`config.mk`:
```
export PLATFORM = sky130hd
export DESIGN_NAME = acr_device_end_flat
export DESIGN_NICKNAME = d
export VERILOG_FILES = /design/src/logic/acr_pkg.sv /design/src/logic/acr_link_if.sv /design/src/logic/acr_sync.sv /design/src/logic/acr_device_end.sv /design/src/flat_wrapper.sv
export SDC_FILE = /design/constraint.sdc
export NUM_CORES = 1
export LEC_CHECK = 0
export ABC_AREA = 1
export BUFFER_PORTS_ARGS = -buffer_cell sky130_fd_sc_hd__buf_2
export CAP_MARGIN = 30
export CORE_MARGIN = 5
export CORE_UTILIZATION = 44
export DETAILED_ROUTE_END_ITERATION = 10
export PLACE_DENSITY = 0.82
export SLEW_MARGIN = 20
export SYNTH_ARGS = -nofsm -noshare
export SYNTH_HDL_FRONTEND = slang
export SYNTH_HIERARCHICAL = 1
export SYNTH_SLANG_ARGS = --single-unit
```
`constraint.sdc`:
```
create_clock -name CORE_CLK -period 1.1 [get_ports CORE_CLK]
set_input_delay 0.11 -clock CORE_CLK [delete_from_list [all_inputs] [get_ports CORE_CLK]]
set_output_delay 0.11 -clock CORE_CLK [all_outputs]
set_load 0.03 [all_outputs]
```
`src/logic/acr_pkg.sv`:
```
// Overview of operation
// - low three bits read the strap pins
// - bit 3 reserved, reads zero, unused
// - soft hold ack stays zero unless pseudo-DMA
// - pseudo-DMA replaces grant pin with soft ack
// - pseudo-DMA state: idle, pending, in progress
// - bit 5 shows pseudo-DMA direction
// - bit 6 shows bus request as 1, pin polarity by strap
// - bit 7 selects pseudo-DMA over bus master
// - bit 8 resets core, register stays reachable
// - clock failure sets adapter reset bit
// - bit 9 halts the internal processor
// - bit 10 picks ROM or RAM chapters
// - host writes zero to bit 11
// - bit 12 enables system interrupt requests
// - interrupt pin from pending request or enabled status
// - bit 13 enables odd parity checking
// - bits 14-15 drive net select, written in reset
// - select codes: speed bit, type bit
// - power-up select is 16 Mbps token ring
// - board wires select outputs to straps
// - strap inputs stay fixed during operation, except the two wired to the select outputs
package acr_pkg;
    localparam int DATA_W = 16;
    localparam int STRAP_LO = 0;
    localparam int STRAP_HI = 2;
    localparam int RSVD_BIT = 3;
    localparam int SHA_BIT = 4;
    localparam int DIR_BIT = 5;
    localparam int BREQ_BIT = 6;
    localparam int PDMA_BIT = 7;
    localparam int ARST_BIT = 8;
    localparam int HALT_BIT = 9;
    localparam int BOOT_BIT = 10;
    localparam int RESERVED_ZERO_BIT_BIT = 11;
    localparam int IEN_BIT = 12;
    localparam int PEN_BIT = 13;
    localparam int NSEL_LO = 14;
    localparam int NSEL_HI = 15;
    localparam logic [15:0] RESERVED_ZERO_BIT_MASK = 16'h0800;
    localparam logic [4:0] CHAPTER_FIRST = 5'h00;
    localparam logic [4:0] CHAPTER_LAST = 5'h1f;
    // reset values of the stored bits
    localparam logic SHA_RST = 1'b0;
    localparam logic PDMA_RST = 1'b0;
    localparam logic ARST_RST = 1'b0;
    localparam logic HALT_RST = 1'b1;
    localparam logic IEN_RST = 1'b0;
    // out1 = 1 (type), out0 = 0 (speed)
    localparam logic [1:0] NSEL_RST = 2'h2;
    localparam logic [1:0] NSEL_TR16 = 2'h2;
    localparam logic [1:0] NSEL_ETH = 2'h1;
    localparam logic [1:0] NSEL_TR4 = 2'h3;
    localparam logic [1:0] NSEL_RSVD = 2'h0;
    // controller register map, byte offsets
    localparam int HOST_AW = 4;
    localparam logic [3:0] H_DIO_WRITE = 4'h0;
    localparam logic [3:0] H_DIO_READ = 4'h4;
    localparam logic [3:0] H_DIO_RESULT = 4'h8;
    localparam logic [3:0] H_PINS = 4'hc;
    localparam int H_VALID_BIT = 16;
    typedef enum logic [1:0] {
        PDMA_IDLE = 2'b00,
        PDMA_PENDING = 2'b01,
        PDMA_ACTIVE = 2'b10,
        PDMA_OFF = 2'b11
    } acr_pdma_state_t;
endpackage

```
`src/logic/acr_link_if.sv`:
```
`timescale 1ns/1ps
`default_nettype none
interface acr_link_if;
    logic dio_wr;
    logic dio_rd;
    logic [15:0] dio_wdata;
    logic [15:0] dio_rdata;
    logic hold_ack_grant_pin;
    logic bus_request_pin;
    logic host_irq_pin;
    logic [1:0] net_select_out;
    modport device (
        input dio_wr,
        input dio_rd,
        input dio_wdata,
        output dio_rdata,
        input hold_ack_grant_pin,
        output bus_request_pin,
        output host_irq_pin,
        output net_select_out
    );
    modport host (
        output dio_wr,
        output dio_rd,
        output dio_wdata,
        input dio_rdata,
        output hold_ack_grant_pin,
        input bus_request_pin,
        input host_irq_pin,
        input net_select_out
    );
endinterface
`default_nettype wire

```
`src/logic/acr_sync.sv`:
```
`timescale 1ns/1ps
`default_nettype none
// no reset: the chain only tracks pins, reset must cover its depth
module acr_sync #(
    parameter int W = 1
) (
    input wire logic clk,
    input wire logic [W-1:0] d,
    output logic [W-1:0] q
);
    logic [W-1:0] meta_q;
    genvar i;
    generate
        for (i = 0; i < W; i++)
        begin : g_bit
            always_ff @(posedge clk)
            begin
                meta_q[i] <= d[i];
                q[i] <= meta_q[i];
            end
        end
    endgenerate
endmodule
`default_nettype wire

```
`src/logic/acr_device_end.sv`:
```
`timescale 1ns/1ps
`default_nettype none
module acr_device_end (
    input wire logic CORE_CLK,
    input wire logic RESET,
    acr_link_if.device LINK,
    input wire logic [2:0] NET_STRAP,
    input wire logic HOST_SEL_STRAP,
    input wire logic BOOT_DEFAULT_STRAP,
    input wire logic PARITY_DEFAULT_STRAP,
    input wire logic CLOCK_FAIL,
    input wire logic DMA_REQUEST,
    input wire logic PDMA_DIRECTION_SIGNAL,
    input wire logic SYSTEM_INTERRUPT,
    input wire logic MEM_CYCLE,
    input wire logic [4:0] MEM_CHAPTER,
    input wire logic XFER_VALID,
    input wire logic [15:0] XFER_DATA,
    input wire logic [1:0] XFER_PARITY,
    output logic CORE_RESET,
    output logic PROCESSOR_HALT,
    output logic BUS_GRANT,
    output logic [1:0] PDMA_STATE,
    output logic PARITY_ERROR,
    output logic COLUMN_STROBE_OUT_N,
    output logic ROM_ENABLE_OUT_N
);
    logic [7:0] pin_s;
    logic [2:0] strap_s;
    logic host_sel_s;
    logic boot_strap_s;
    logic parity_strap_s;
    logic hold_pin_s;
    logic clk_fail_s;

    acr_sync #(
        .W(8)
    ) u_sync (
        .clk(CORE_CLK),
        .d({CLOCK_FAIL, LINK.hold_ack_grant_pin, HOST_SEL_STRAP, PARITY_DEFAULT_STRAP,
            BOOT_DEFAULT_STRAP, NET_STRAP}),
        .q(pin_s)
    );

    assign strap_s = pin_s[2:0];
    assign boot_strap_s = pin_s[3];
    assign parity_strap_s = pin_s[4];
    assign host_sel_s = pin_s[5];
    assign hold_pin_s = pin_s[6];
    assign clk_fail_s = pin_s[7];

    logic sha_q;
    logic pdma_q;
    logic adapter_reset_bit_q;
    logic halt_q;
    logic boot_q;
    logic ien_q;
    logic pen_q;
    logic [1:0] nsel_q;
    logic sha_d;
    logic pdma_d;
    logic adapter_reset_bit_d;
    logic halt_d;
    logic boot_d;
    logic ien_d;
    logic pen_d;
    logic [1:0] nsel_d;

    wire wr = LINK.dio_wr;
    wire [15:0] wd = LINK.dio_wdata;

    assign pdma_d = wr ? wd[acr_pkg::PDMA_BIT] : pdma_q;
    // a one is accepted only together with the enable in the same word
    assign sha_d = pdma_d & (wr ? wd[acr_pkg::SHA_BIT] : sha_q);
    // clock failure wins over a write that clears the bit
    assign adapter_reset_bit_d = clk_fail_s | (wr ? wd[acr_pkg::ARST_BIT] : adapter_reset_bit_q);
    assign halt_d = wr ? wd[acr_pkg::HALT_BIT] : halt_q;
    assign boot_d = wr ? wd[acr_pkg::BOOT_BIT] : boot_q;
    assign ien_d = wr ? wd[acr_pkg::IEN_BIT] : ien_q;
    assign pen_d = wr ? wd[acr_pkg::PEN_BIT] : pen_q;
    // old bit gates the write, so setting reset and select needs two writes
    assign nsel_d = (wr && adapter_reset_bit_q) ? wd[acr_pkg::NSEL_HI:acr_pkg::NSEL_LO] : nsel_q;

    // only the pin reset clears the register; the reset bit leaves it alone
    always_ff @(posedge CORE_CLK)
    begin
        if (RESET)
        begin
            sha_q <= acr_pkg::SHA_RST;
            pdma_q <= acr_pkg::PDMA_RST;
            adapter_reset_bit_q <= acr_pkg::ARST_RST;
            halt_q <= acr_pkg::HALT_RST;
            boot_q <= boot_strap_s;
            ien_q <= acr_pkg::IEN_RST;
            pen_q <= parity_strap_s;
            nsel_q <= acr_pkg::NSEL_RST;
        end
        else
        begin
            sha_q <= sha_d;
            pdma_q <= pdma_d;
            adapter_reset_bit_q <= adapter_reset_bit_d;
            halt_q <= halt_d;
            boot_q <= boot_d;
            ien_q <= ien_d;
            pen_q <= pen_d;
            nsel_q <= nsel_d;
        end
    end

    wire core_rst = RESET | adapter_reset_bit_q;
    // pin polarity follows the host-select strap; view is 1 when requested
    wire breq_view = host_sel_s ? LINK.bus_request_pin : ~LINK.bus_request_pin;
    wire breq_pin_d = host_sel_s ? DMA_REQUEST : ~DMA_REQUEST;
    wire breq_idle = ~host_sel_s;
    wire grant_src = pdma_q ? sha_q : hold_pin_s;
    wire irq_d = (pdma_q & breq_view & ~sha_q) | (ien_q & SYSTEM_INTERRUPT);

    wire [15:0] rd_word = {
        nsel_q,
        pen_q,
        ien_q,
        1'b0,
        boot_q,
        halt_q,
        adapter_reset_bit_q,
        pdma_q,
        breq_view,
        PDMA_DIRECTION_SIGNAL,
        sha_q,
        1'b0,
        strap_s
    };

    acr_pkg::acr_pdma_state_t pdma_st;

    always_comb
    begin
        case ({pdma_q, sha_q, breq_view})
            3'b100: pdma_st = acr_pkg::PDMA_IDLE;
            3'b101: pdma_st = acr_pkg::PDMA_PENDING;
            3'b110: pdma_st = acr_pkg::PDMA_ACTIVE;
            3'b111: pdma_st = acr_pkg::PDMA_ACTIVE;
            default: pdma_st = acr_pkg::PDMA_OFF;
        endcase
    end

    // odd parity per byte, high byte uses parity bit 1
    wire par_bad = ~^{XFER_DATA[15:8], XFER_PARITY[1]} | ~^{XFER_DATA[7:0], XFER_PARITY[0]};
    wire par_err_d = pen_q & XFER_VALID & par_bad;

    wire rom_chapter = (MEM_CHAPTER == acr_pkg::CHAPTER_FIRST) | (MEM_CHAPTER == acr_pkg::CHAPTER_LAST);
    wire rom_sel = MEM_CYCLE & ~boot_q & rom_chapter;
    wire cas_sel = MEM_CYCLE & ~rom_sel;

    // register port answers even while the reset bit holds the core in reset, but not during pin reset
    always_ff @(posedge CORE_CLK)
    begin
        if (RESET)
        begin
            LINK.dio_rdata <= 16'h0000;
        end
        else
        begin
            LINK.dio_rdata <= LINK.dio_rd ? rd_word : 16'h0000;
        end
    end

    always_ff @(posedge CORE_CLK)
    begin
        if (RESET)
        begin
            LINK.net_select_out <= acr_pkg::NSEL_RST;
            LINK.host_irq_pin <= 1'b0;
            PDMA_STATE <= acr_pkg::PDMA_OFF;
        end
        else
        begin
            LINK.net_select_out <= nsel_q;
            LINK.host_irq_pin <= irq_d;
            PDMA_STATE <= pdma_st;
        end
    end

    always_ff @(posedge CORE_CLK)
    begin
        CORE_RESET <= core_rst;
        if (core_rst)
        begin
            PROCESSOR_HALT <= 1'b1;
            BUS_GRANT <= 1'b0;
            PARITY_ERROR <= 1'b0;
            LINK.bus_request_pin <= breq_idle;
            COLUMN_STROBE_OUT_N <= 1'b1;
            ROM_ENABLE_OUT_N <= 1'b1;
        end
        else
        begin
            PROCESSOR_HALT <= halt_q;
            BUS_GRANT <= grant_src;
            PARITY_ERROR <= par_err_d;
            LINK.bus_request_pin <= breq_pin_d;
            COLUMN_STROBE_OUT_N <= ~cas_sel;
            ROM_ENABLE_OUT_N <= ~rom_sel;
        end
    end
endmodule
`default_nettype wire

```
`src/flat_wrapper.sv`:
```
// flat-port wrapper written by rule: the top's interface ports become plain ports
module acr_device_end_flat 
  (CORE_CLK, RESET, NET_STRAP, HOST_SEL_STRAP, BOOT_DEFAULT_STRAP, PARITY_DEFAULT_STRAP, CLOCK_FAIL, DMA_REQUEST, PDMA_DIRECTION_SIGNAL, SYSTEM_INTERRUPT, MEM_CYCLE, MEM_CHAPTER, XFER_VALID, XFER_DATA, XFER_PARITY, CORE_RESET, PROCESSOR_HALT, BUS_GRANT, PDMA_STATE, PARITY_ERROR, COLUMN_STROBE_OUT_N, ROM_ENABLE_OUT_N, LINK_dio_wr, LINK_dio_rd, LINK_dio_wdata, LINK_dio_rdata, LINK_hold_ack_grant_pin, LINK_bus_request_pin, LINK_host_irq_pin, LINK_net_select_out);
  acr_link_if LINK_i ();
  input wire logic CORE_CLK;
  input wire logic RESET;
  input wire logic [2:0] NET_STRAP;
  input wire logic HOST_SEL_STRAP;
  input wire logic BOOT_DEFAULT_STRAP;
  input wire logic PARITY_DEFAULT_STRAP;
  input wire logic CLOCK_FAIL;
  input wire logic DMA_REQUEST;
  input wire logic PDMA_DIRECTION_SIGNAL;
  input wire logic SYSTEM_INTERRUPT;
  input wire logic MEM_CYCLE;
  input wire logic [4:0] MEM_CHAPTER;
  input wire logic XFER_VALID;
  input wire logic [15:0] XFER_DATA;
  input wire logic [1:0] XFER_PARITY;
  output logic CORE_RESET;
  output logic PROCESSOR_HALT;
  output logic BUS_GRANT;
  output logic [1:0] PDMA_STATE;
  output logic PARITY_ERROR;
  output logic COLUMN_STROBE_OUT_N;
  output logic ROM_ENABLE_OUT_N;
  input wire logic [$bits(LINK_i.dio_wr)-1:0] LINK_dio_wr;
  input wire logic [$bits(LINK_i.dio_rd)-1:0] LINK_dio_rd;
  input wire logic [$bits(LINK_i.dio_wdata)-1:0] LINK_dio_wdata;
  output wire logic [$bits(LINK_i.dio_rdata)-1:0] LINK_dio_rdata;
  input wire logic [$bits(LINK_i.hold_ack_grant_pin)-1:0] LINK_hold_ack_grant_pin;
  output wire logic [$bits(LINK_i.bus_request_pin)-1:0] LINK_bus_request_pin;
  output wire logic [$bits(LINK_i.host_irq_pin)-1:0] LINK_host_irq_pin;
  output wire logic [$bits(LINK_i.net_select_out)-1:0] LINK_net_select_out;
  assign LINK_i.dio_wr = LINK_dio_wr;
  assign LINK_i.dio_rd = LINK_dio_rd;
  assign LINK_i.dio_wdata = LINK_dio_wdata;
  assign LINK_dio_rdata = LINK_i.dio_rdata;
  assign LINK_i.hold_ack_grant_pin = LINK_hold_ack_grant_pin;
  assign LINK_bus_request_pin = LINK_i.bus_request_pin;
  assign LINK_host_irq_pin = LINK_i.host_irq_pin;
  assign LINK_net_select_out = LINK_i.net_select_out;
  acr_device_end u_core (.CORE_CLK(CORE_CLK), .RESET(RESET), .LINK(LINK_i), .NET_STRAP(NET_STRAP), .HOST_SEL_STRAP(HOST_SEL_STRAP), .BOOT_DEFAULT_STRAP(BOOT_DEFAULT_STRAP), .PARITY_DEFAULT_STRAP(PARITY_DEFAULT_STRAP), .CLOCK_FAIL(CLOCK_FAIL), .DMA_REQUEST(DMA_REQUEST), .PDMA_DIRECTION_SIGNAL(PDMA_DIRECTION_SIGNAL), .SYSTEM_INTERRUPT(SYSTEM_INTERRUPT), .MEM_CYCLE(MEM_CYCLE), .MEM_CHAPTER(MEM_CHAPTER), .XFER_VALID(XFER_VALID), .XFER_DATA(XFER_DATA), .XFER_PARITY(XFER_PARITY), .CORE_RESET(CORE_RESET), .PROCESSOR_HALT(PROCESSOR_HALT), .BUS_GRANT(BUS_GRANT), .PDMA_STATE(PDMA_STATE), .PARITY_ERROR(PARITY_ERROR), .COLUMN_STROBE_OUT_N(COLUMN_STROBE_OUT_N), .ROM_ENABLE_OUT_N(ROM_ENABLE_OUT_N));
endmodule
```
Word level (Yosys, flattened, before mapping):

Index checks and enable logic that the tools add are counted.

* muxes and demuxes: 12
* bitwise logic cells: 22
* equal/unequal tests: 5
* reduce and logical (&&, ||, !) cells: 7

Operator list (count)
* 9-bit XNOR reduction: 2
* 3-bit == test (second input constant): 4
* 1-bit two-way mux: 11
* 1-bit bitwise AND: 9
* 1-bit NOT: 8
* 2-bit one-hot mux with 3 select lines: 1
* 5-bit == test (second input constant): 1
* 5-bit zero test: 1
* 1-bit bitwise OR: 5
* 2-bit OR reduction: 2
* 2-bit nonzero test: 1
* 1-bit logical AND: 1

* logic and storage cells: 82
* input bits: 56
* flip-flop bits (word level): 53
* output and inout port bits: 28

Depth between registers and ports, before layout:

* depth after elaboration: 6
* gate-level depth with buffers: 11
* mapped depth without buffers: 11

Modules after synthesis:

The synthesis kept the hierarchy.

By module, submodules not included
* acr_device_end: cells each 176, area an instance 1392.6 sq um, instances 1, sequential area each 720.7 sq um
* acr_sync: cells each 16, area an instance 320.3 sq um, instances 1, sequential area each 320.3 sq um

Worst setup path after synthesis:

Ideal clock, no wire load.

* path kind: register -> register
* start: register u_core.LINK.bus_request_pin
* end: register u_core.LINK.host_irq_pin
* library setup time: 0.070 ns
* data required time: 1.030 ns
* arrival: 0.855 ns
* setup slack: 0.175 ns
* period minus slack after synthesis: 0.925 ns
* path buffers: 0
* stages on the path, launching flop included: 4
* cells stage by stage: dfxtp_1 -> xnor2_1 -> nand2_1 -> a21oi_1

* cells in the longest elaborated chain, start to end: 5

RTL lines
* start, declared: RTL line acr_link_if.sv:18 `output bus_request_pin,`
* start signal, assigned: RTL line acr_device_end.sv:193 `LINK.bus_request_pin <= breq_idle;`
* start signal, assigned: RTL line acr_device_end.sv:202 `LINK.bus_request_pin <= breq_pin_d;`
* 1-bit NOT: RTL line acr_device_end.sv:113 `wire breq_view = host_sel_s ? LINK.bus_request_pin : ~LINK.bus_request_pin;`
* 1-bit two-way mux *: RTL line acr_device_end.sv:113
* 1-bit bitwise AND * (2 in a row): RTL line acr_device_end.sv:117 `wire irq_d = (pdma_q & breq_view & ~sha_q) | (ien_q & SYSTEM_INTERRUPT);`
* 1-bit bitwise OR *: RTL line acr_device_end.sv:117
* end signal, assigned: RTL line acr_device_end.sv:180 `LINK.host_irq_pin <= irq_d;`
* end, declared: RTL line acr_link_if.sv:19 `output host_irq_pin,`

Every way passes the cells marked *; elsewhere a longest branch is shown, timed or not.
A chain may end at the register's enable or synchronous reset.

Worst setup path after layout:

* start: register u_core.adapter_reset_bit_q
* end: register u_core.LINK.bus_request_pin

* cells in the longest elaborated chain, start to end: 2

RTL lines
* start, declared: RTL line acr_device_end.sv:54 `logic adapter_reset_bit_q;`
* start signal, assigned: RTL line acr_device_end.sv:91 `adapter_reset_bit_q <= acr_pkg::ARST_RST;`
* start signal, assigned: RTL line acr_device_end.sv:102 `adapter_reset_bit_q <= adapter_reset_bit_d;`
* 1-bit bitwise OR: RTL line acr_device_end.sv:111 `wire core_rst = RESET | adapter_reset_bit_q;`
* 1-bit two-way mux: RTL line acr_device_end.sv:188 `if (core_rst)`

No other way between the ends.

==> flow_metrics.py <==
metrics = {
    "cts": {
        "ctsResizeCount": 0,
        "clock-sinks": 51,
        "htree_levels": 2,
        "cts_root_buffer": "clkbuf_8",
        "cts_tree": "done",
        "postCtsHoldBufs": 8,
        "postCtsSetupBuffers": 0,
        "clock_latency_ns": 0.30,
        "numCtsBuffers": 5,
        "ctsLongestPathBuffers": 2,
        "clk_pin_slew_ns": 0.09,
    },
    "global_route": {
        "antenna_found_initial": 0,
        "track_usage": 0.143,
        "grt_max_degree": 17,
        "first_global_vias": 1412,
        "grt-ovfl-total": 0,
        "grt_pass1_wl_mm": 5.77,
    },
    "floorplanning": {
        "die_area_um2": 5240,
        "pin_count": 84,
        "start_util": 0.461,
        "row_count": 22,
        "die_w_um": 72.4,
        "coreArea_um2": 3720,
        "fp.dieH_um": 72.4,
    },
    "sta": {
        "rsz0062_at_grt": "no",
        "fin_crit_ns": 0.994,
        "final.setup.tns_ns": 0,
        "hold_violations": 0,
        "layout_setup_ws_ns": 0.106,
        "slew_violations": 0,
        "hold_slack_ns": 0.0132,
        "clock.fmax_mhz": 1010,
        "setup_viol": 0,
        "worst_clock_skew_ns": 0.00598,
        "fin_crit_sh": 0.904,
    },
    "cells_and_area": {
        "drive_gt1_frac": 0.326,
        "area_growth_pct": 35.1,
        "layout.nets": 334,
        "layout_commonest_cell": "buf_2",
        "diodes": 0,
        "layout_common_cells": "74 x buf_2, 49 x dfxtp_1, 43 x nand2_1",
        "design_area_um2": 2310,
    },
    "placed_design": {
        "pre_cts_slack_ns": 0.107,
        "place_area_um2": 2110,
        "dp_hpwl_mm": 2.74,
        "io_buffers": 74,
        "place.gp.congestion": 0.730,
    },
    "yosys": {
        "synth_area_per_cell_um2": 8.92,
        "syn_area_um2": 1710,
        "ys_warn_count": 6,
        "ys_ff_latch": 51,
        "synth_cells": 192,
        "yosys.cell_types.count": 23,
        "ys_seq_area_frac": 0.608,
    },
    "worst_setup_path": {
        "cp.arrival_ns": 1.19,
        "cp-start-kind": "flop",
        "endpoint_kind": "flop",
        "crit_type": "reg2reg",
        "cp.required_ns": 1.30,
        "crit_fanout": 6,
    },
    "power_and_ir_drop": {
        "p_per_area_nw_per_um2": 1660,
        "peakVddDrop_mv": 0.913,
        "power_leakage_nw": 1.23,
    },
    "route": {
        "wl_mm": 3.52,
        "wl_per_cell_um": 10.8,
        "drc": 0,
        "avgViaCountPerCell": 4.30,
        "ant_nets": 0,
        "drtPass1Iterations": 6,
        "vias": 1406,
        "dr.first_iter.drc_count": 59,
    },
    "status": {
        "status": "finished, final reports clean",
    },
    "job": {
        "maxCapViolations": 0,
    },
    "hold_path": {
        "hold_path.class": "in2reg",
    },
}
## critical path, cell delays in order (launching register included)
cell,delay [ns]
dfxtp_1,0.33
nor2_2,0.30
nand2_1,0.12
xor2_1,0.15
## logic make-up after synthesis
logic type                synth area share
buffers and inverters               0.0950
and+or+nand+nor                      0.180
AOI/OAI and AO/OA                   0.0584
xor gates and xnor gates            0.0562
DFF                                  0.608
other                              0.00219
## path summary, 6_finish.rpt
path	from	endpoint	slack, ns	depth (start not counted)
worst max-delay path	u_core/adapter_reset_bit_q	u_core/LINK.bus_request_pin	0.11	3
worst min-delay path	PDMA_DIRECTION_SIGNAL	u_core/LINK.dio_rdata[5]	0.01	3
worst max register to register	u_core/adapter_reset_bit_q	u_core/LINK.bus_request_pin	0.11	3
worst min register to register	u_core/u_sync/meta_q[5]	u_core/u_sync/q[5]	0.33	0
## cell type report
type | count | area, um2
Clock buffer | 6 | 82.6
Clock inverter | 2 | 38.8
Fill cell | 333 | 1400
Inverter | 32 | 120
Multi-Input combinational cell | 105 | 513
Sequential cell | 51 | 1040
Tap cell | 48 | 60.1
Timing Repair Buffer | 83 | 458
## where the power goes
group	internal [mW]	leakage (nW)	switching, mW
Clock	0.748	0.0618	0.590
Combinational	0.204	0.740	0.309
Sequential	1.96	0.427	0.0311
Total	2.91	1.23	0.930
## cell usage after synthesis
library cell	count	area, um2
a21oi_2	1	8.76
o21ai_0	4	20.0
dfxtp_1	49	981
buf_2	1	5.00
o21ai_1	1	5.00
inv_2	3	11.3
nor2_2	1	6.26
nand4_1	2	12.5
conb_1	1	3.75
nand2_2	2	12.5
o41ai_2	1	16.3
buf_6	2	22.5
nand2_1	43	161
nand3_1	9	45.0
inv_1	29	109
edfxtp_1	2	60.1
a21boi_1	1	7.51
buf_4	2	15.0
xnor2_1	6	52.6
a21oi_1	7	35.0
nor2_1	19	71.3
o211ai_1	1	7.51
xor2_1	5	43.8
## flip-flops by register name (all words and copies together) (netlist names)
name / cells
u_core/PDMA_STATE: 2
u_core/nsel_q: 2
u_core/pen_q: 1
u_core/u_sync/meta_q: 8
u_core/pdma_q: 1
u_core/BUS_GRANT: 1
u_core/PROCESSOR_HALT: 1
u_core/COLUMN_STROBE_OUT_N: 1
u_core/sha_q: 1
u_core/ROM_ENABLE_OUT_N: 1
u_core/adapter_reset_bit_q: 1
u_core/LINK.bus_request_pin: 1
u_core/halt_q: 1
u_core/LINK.net_select_out: 2
u_core/boot_q: 1
u_core/LINK.host_irq_pin: 1
u_core/LINK.dio_rdata: 14
u_core/ien_q: 1
u_core/CORE_RESET: 1
u_core/u_sync/q: 8
u_core/PARITY_ERROR: 1
## per-layer routing
| layer | vias up | track usage | routed length (um) |
|---|---|---|---|
| met1 | 620 | 0.140 | 1310 |
| met4 | 0 | 0.0635 | 23 |
| met5 | - | 0 | 0 |
| met2 | 37 | 0.265 | 1920 |
| li1 | 747 | - | - |
| met3 | 2 | 0.0540 | 275 |
## stage by stage
step,cells,power (mW),utilization
global route,327,4.02,0.623
global placement,311,2.50,0.568
finish,327,3.84,0.623
floorplan,193,2.35,-
detailed placement,311,2.52,0.568
CTS,327,3.87,0.623
(Power assumes the default switching activity.)
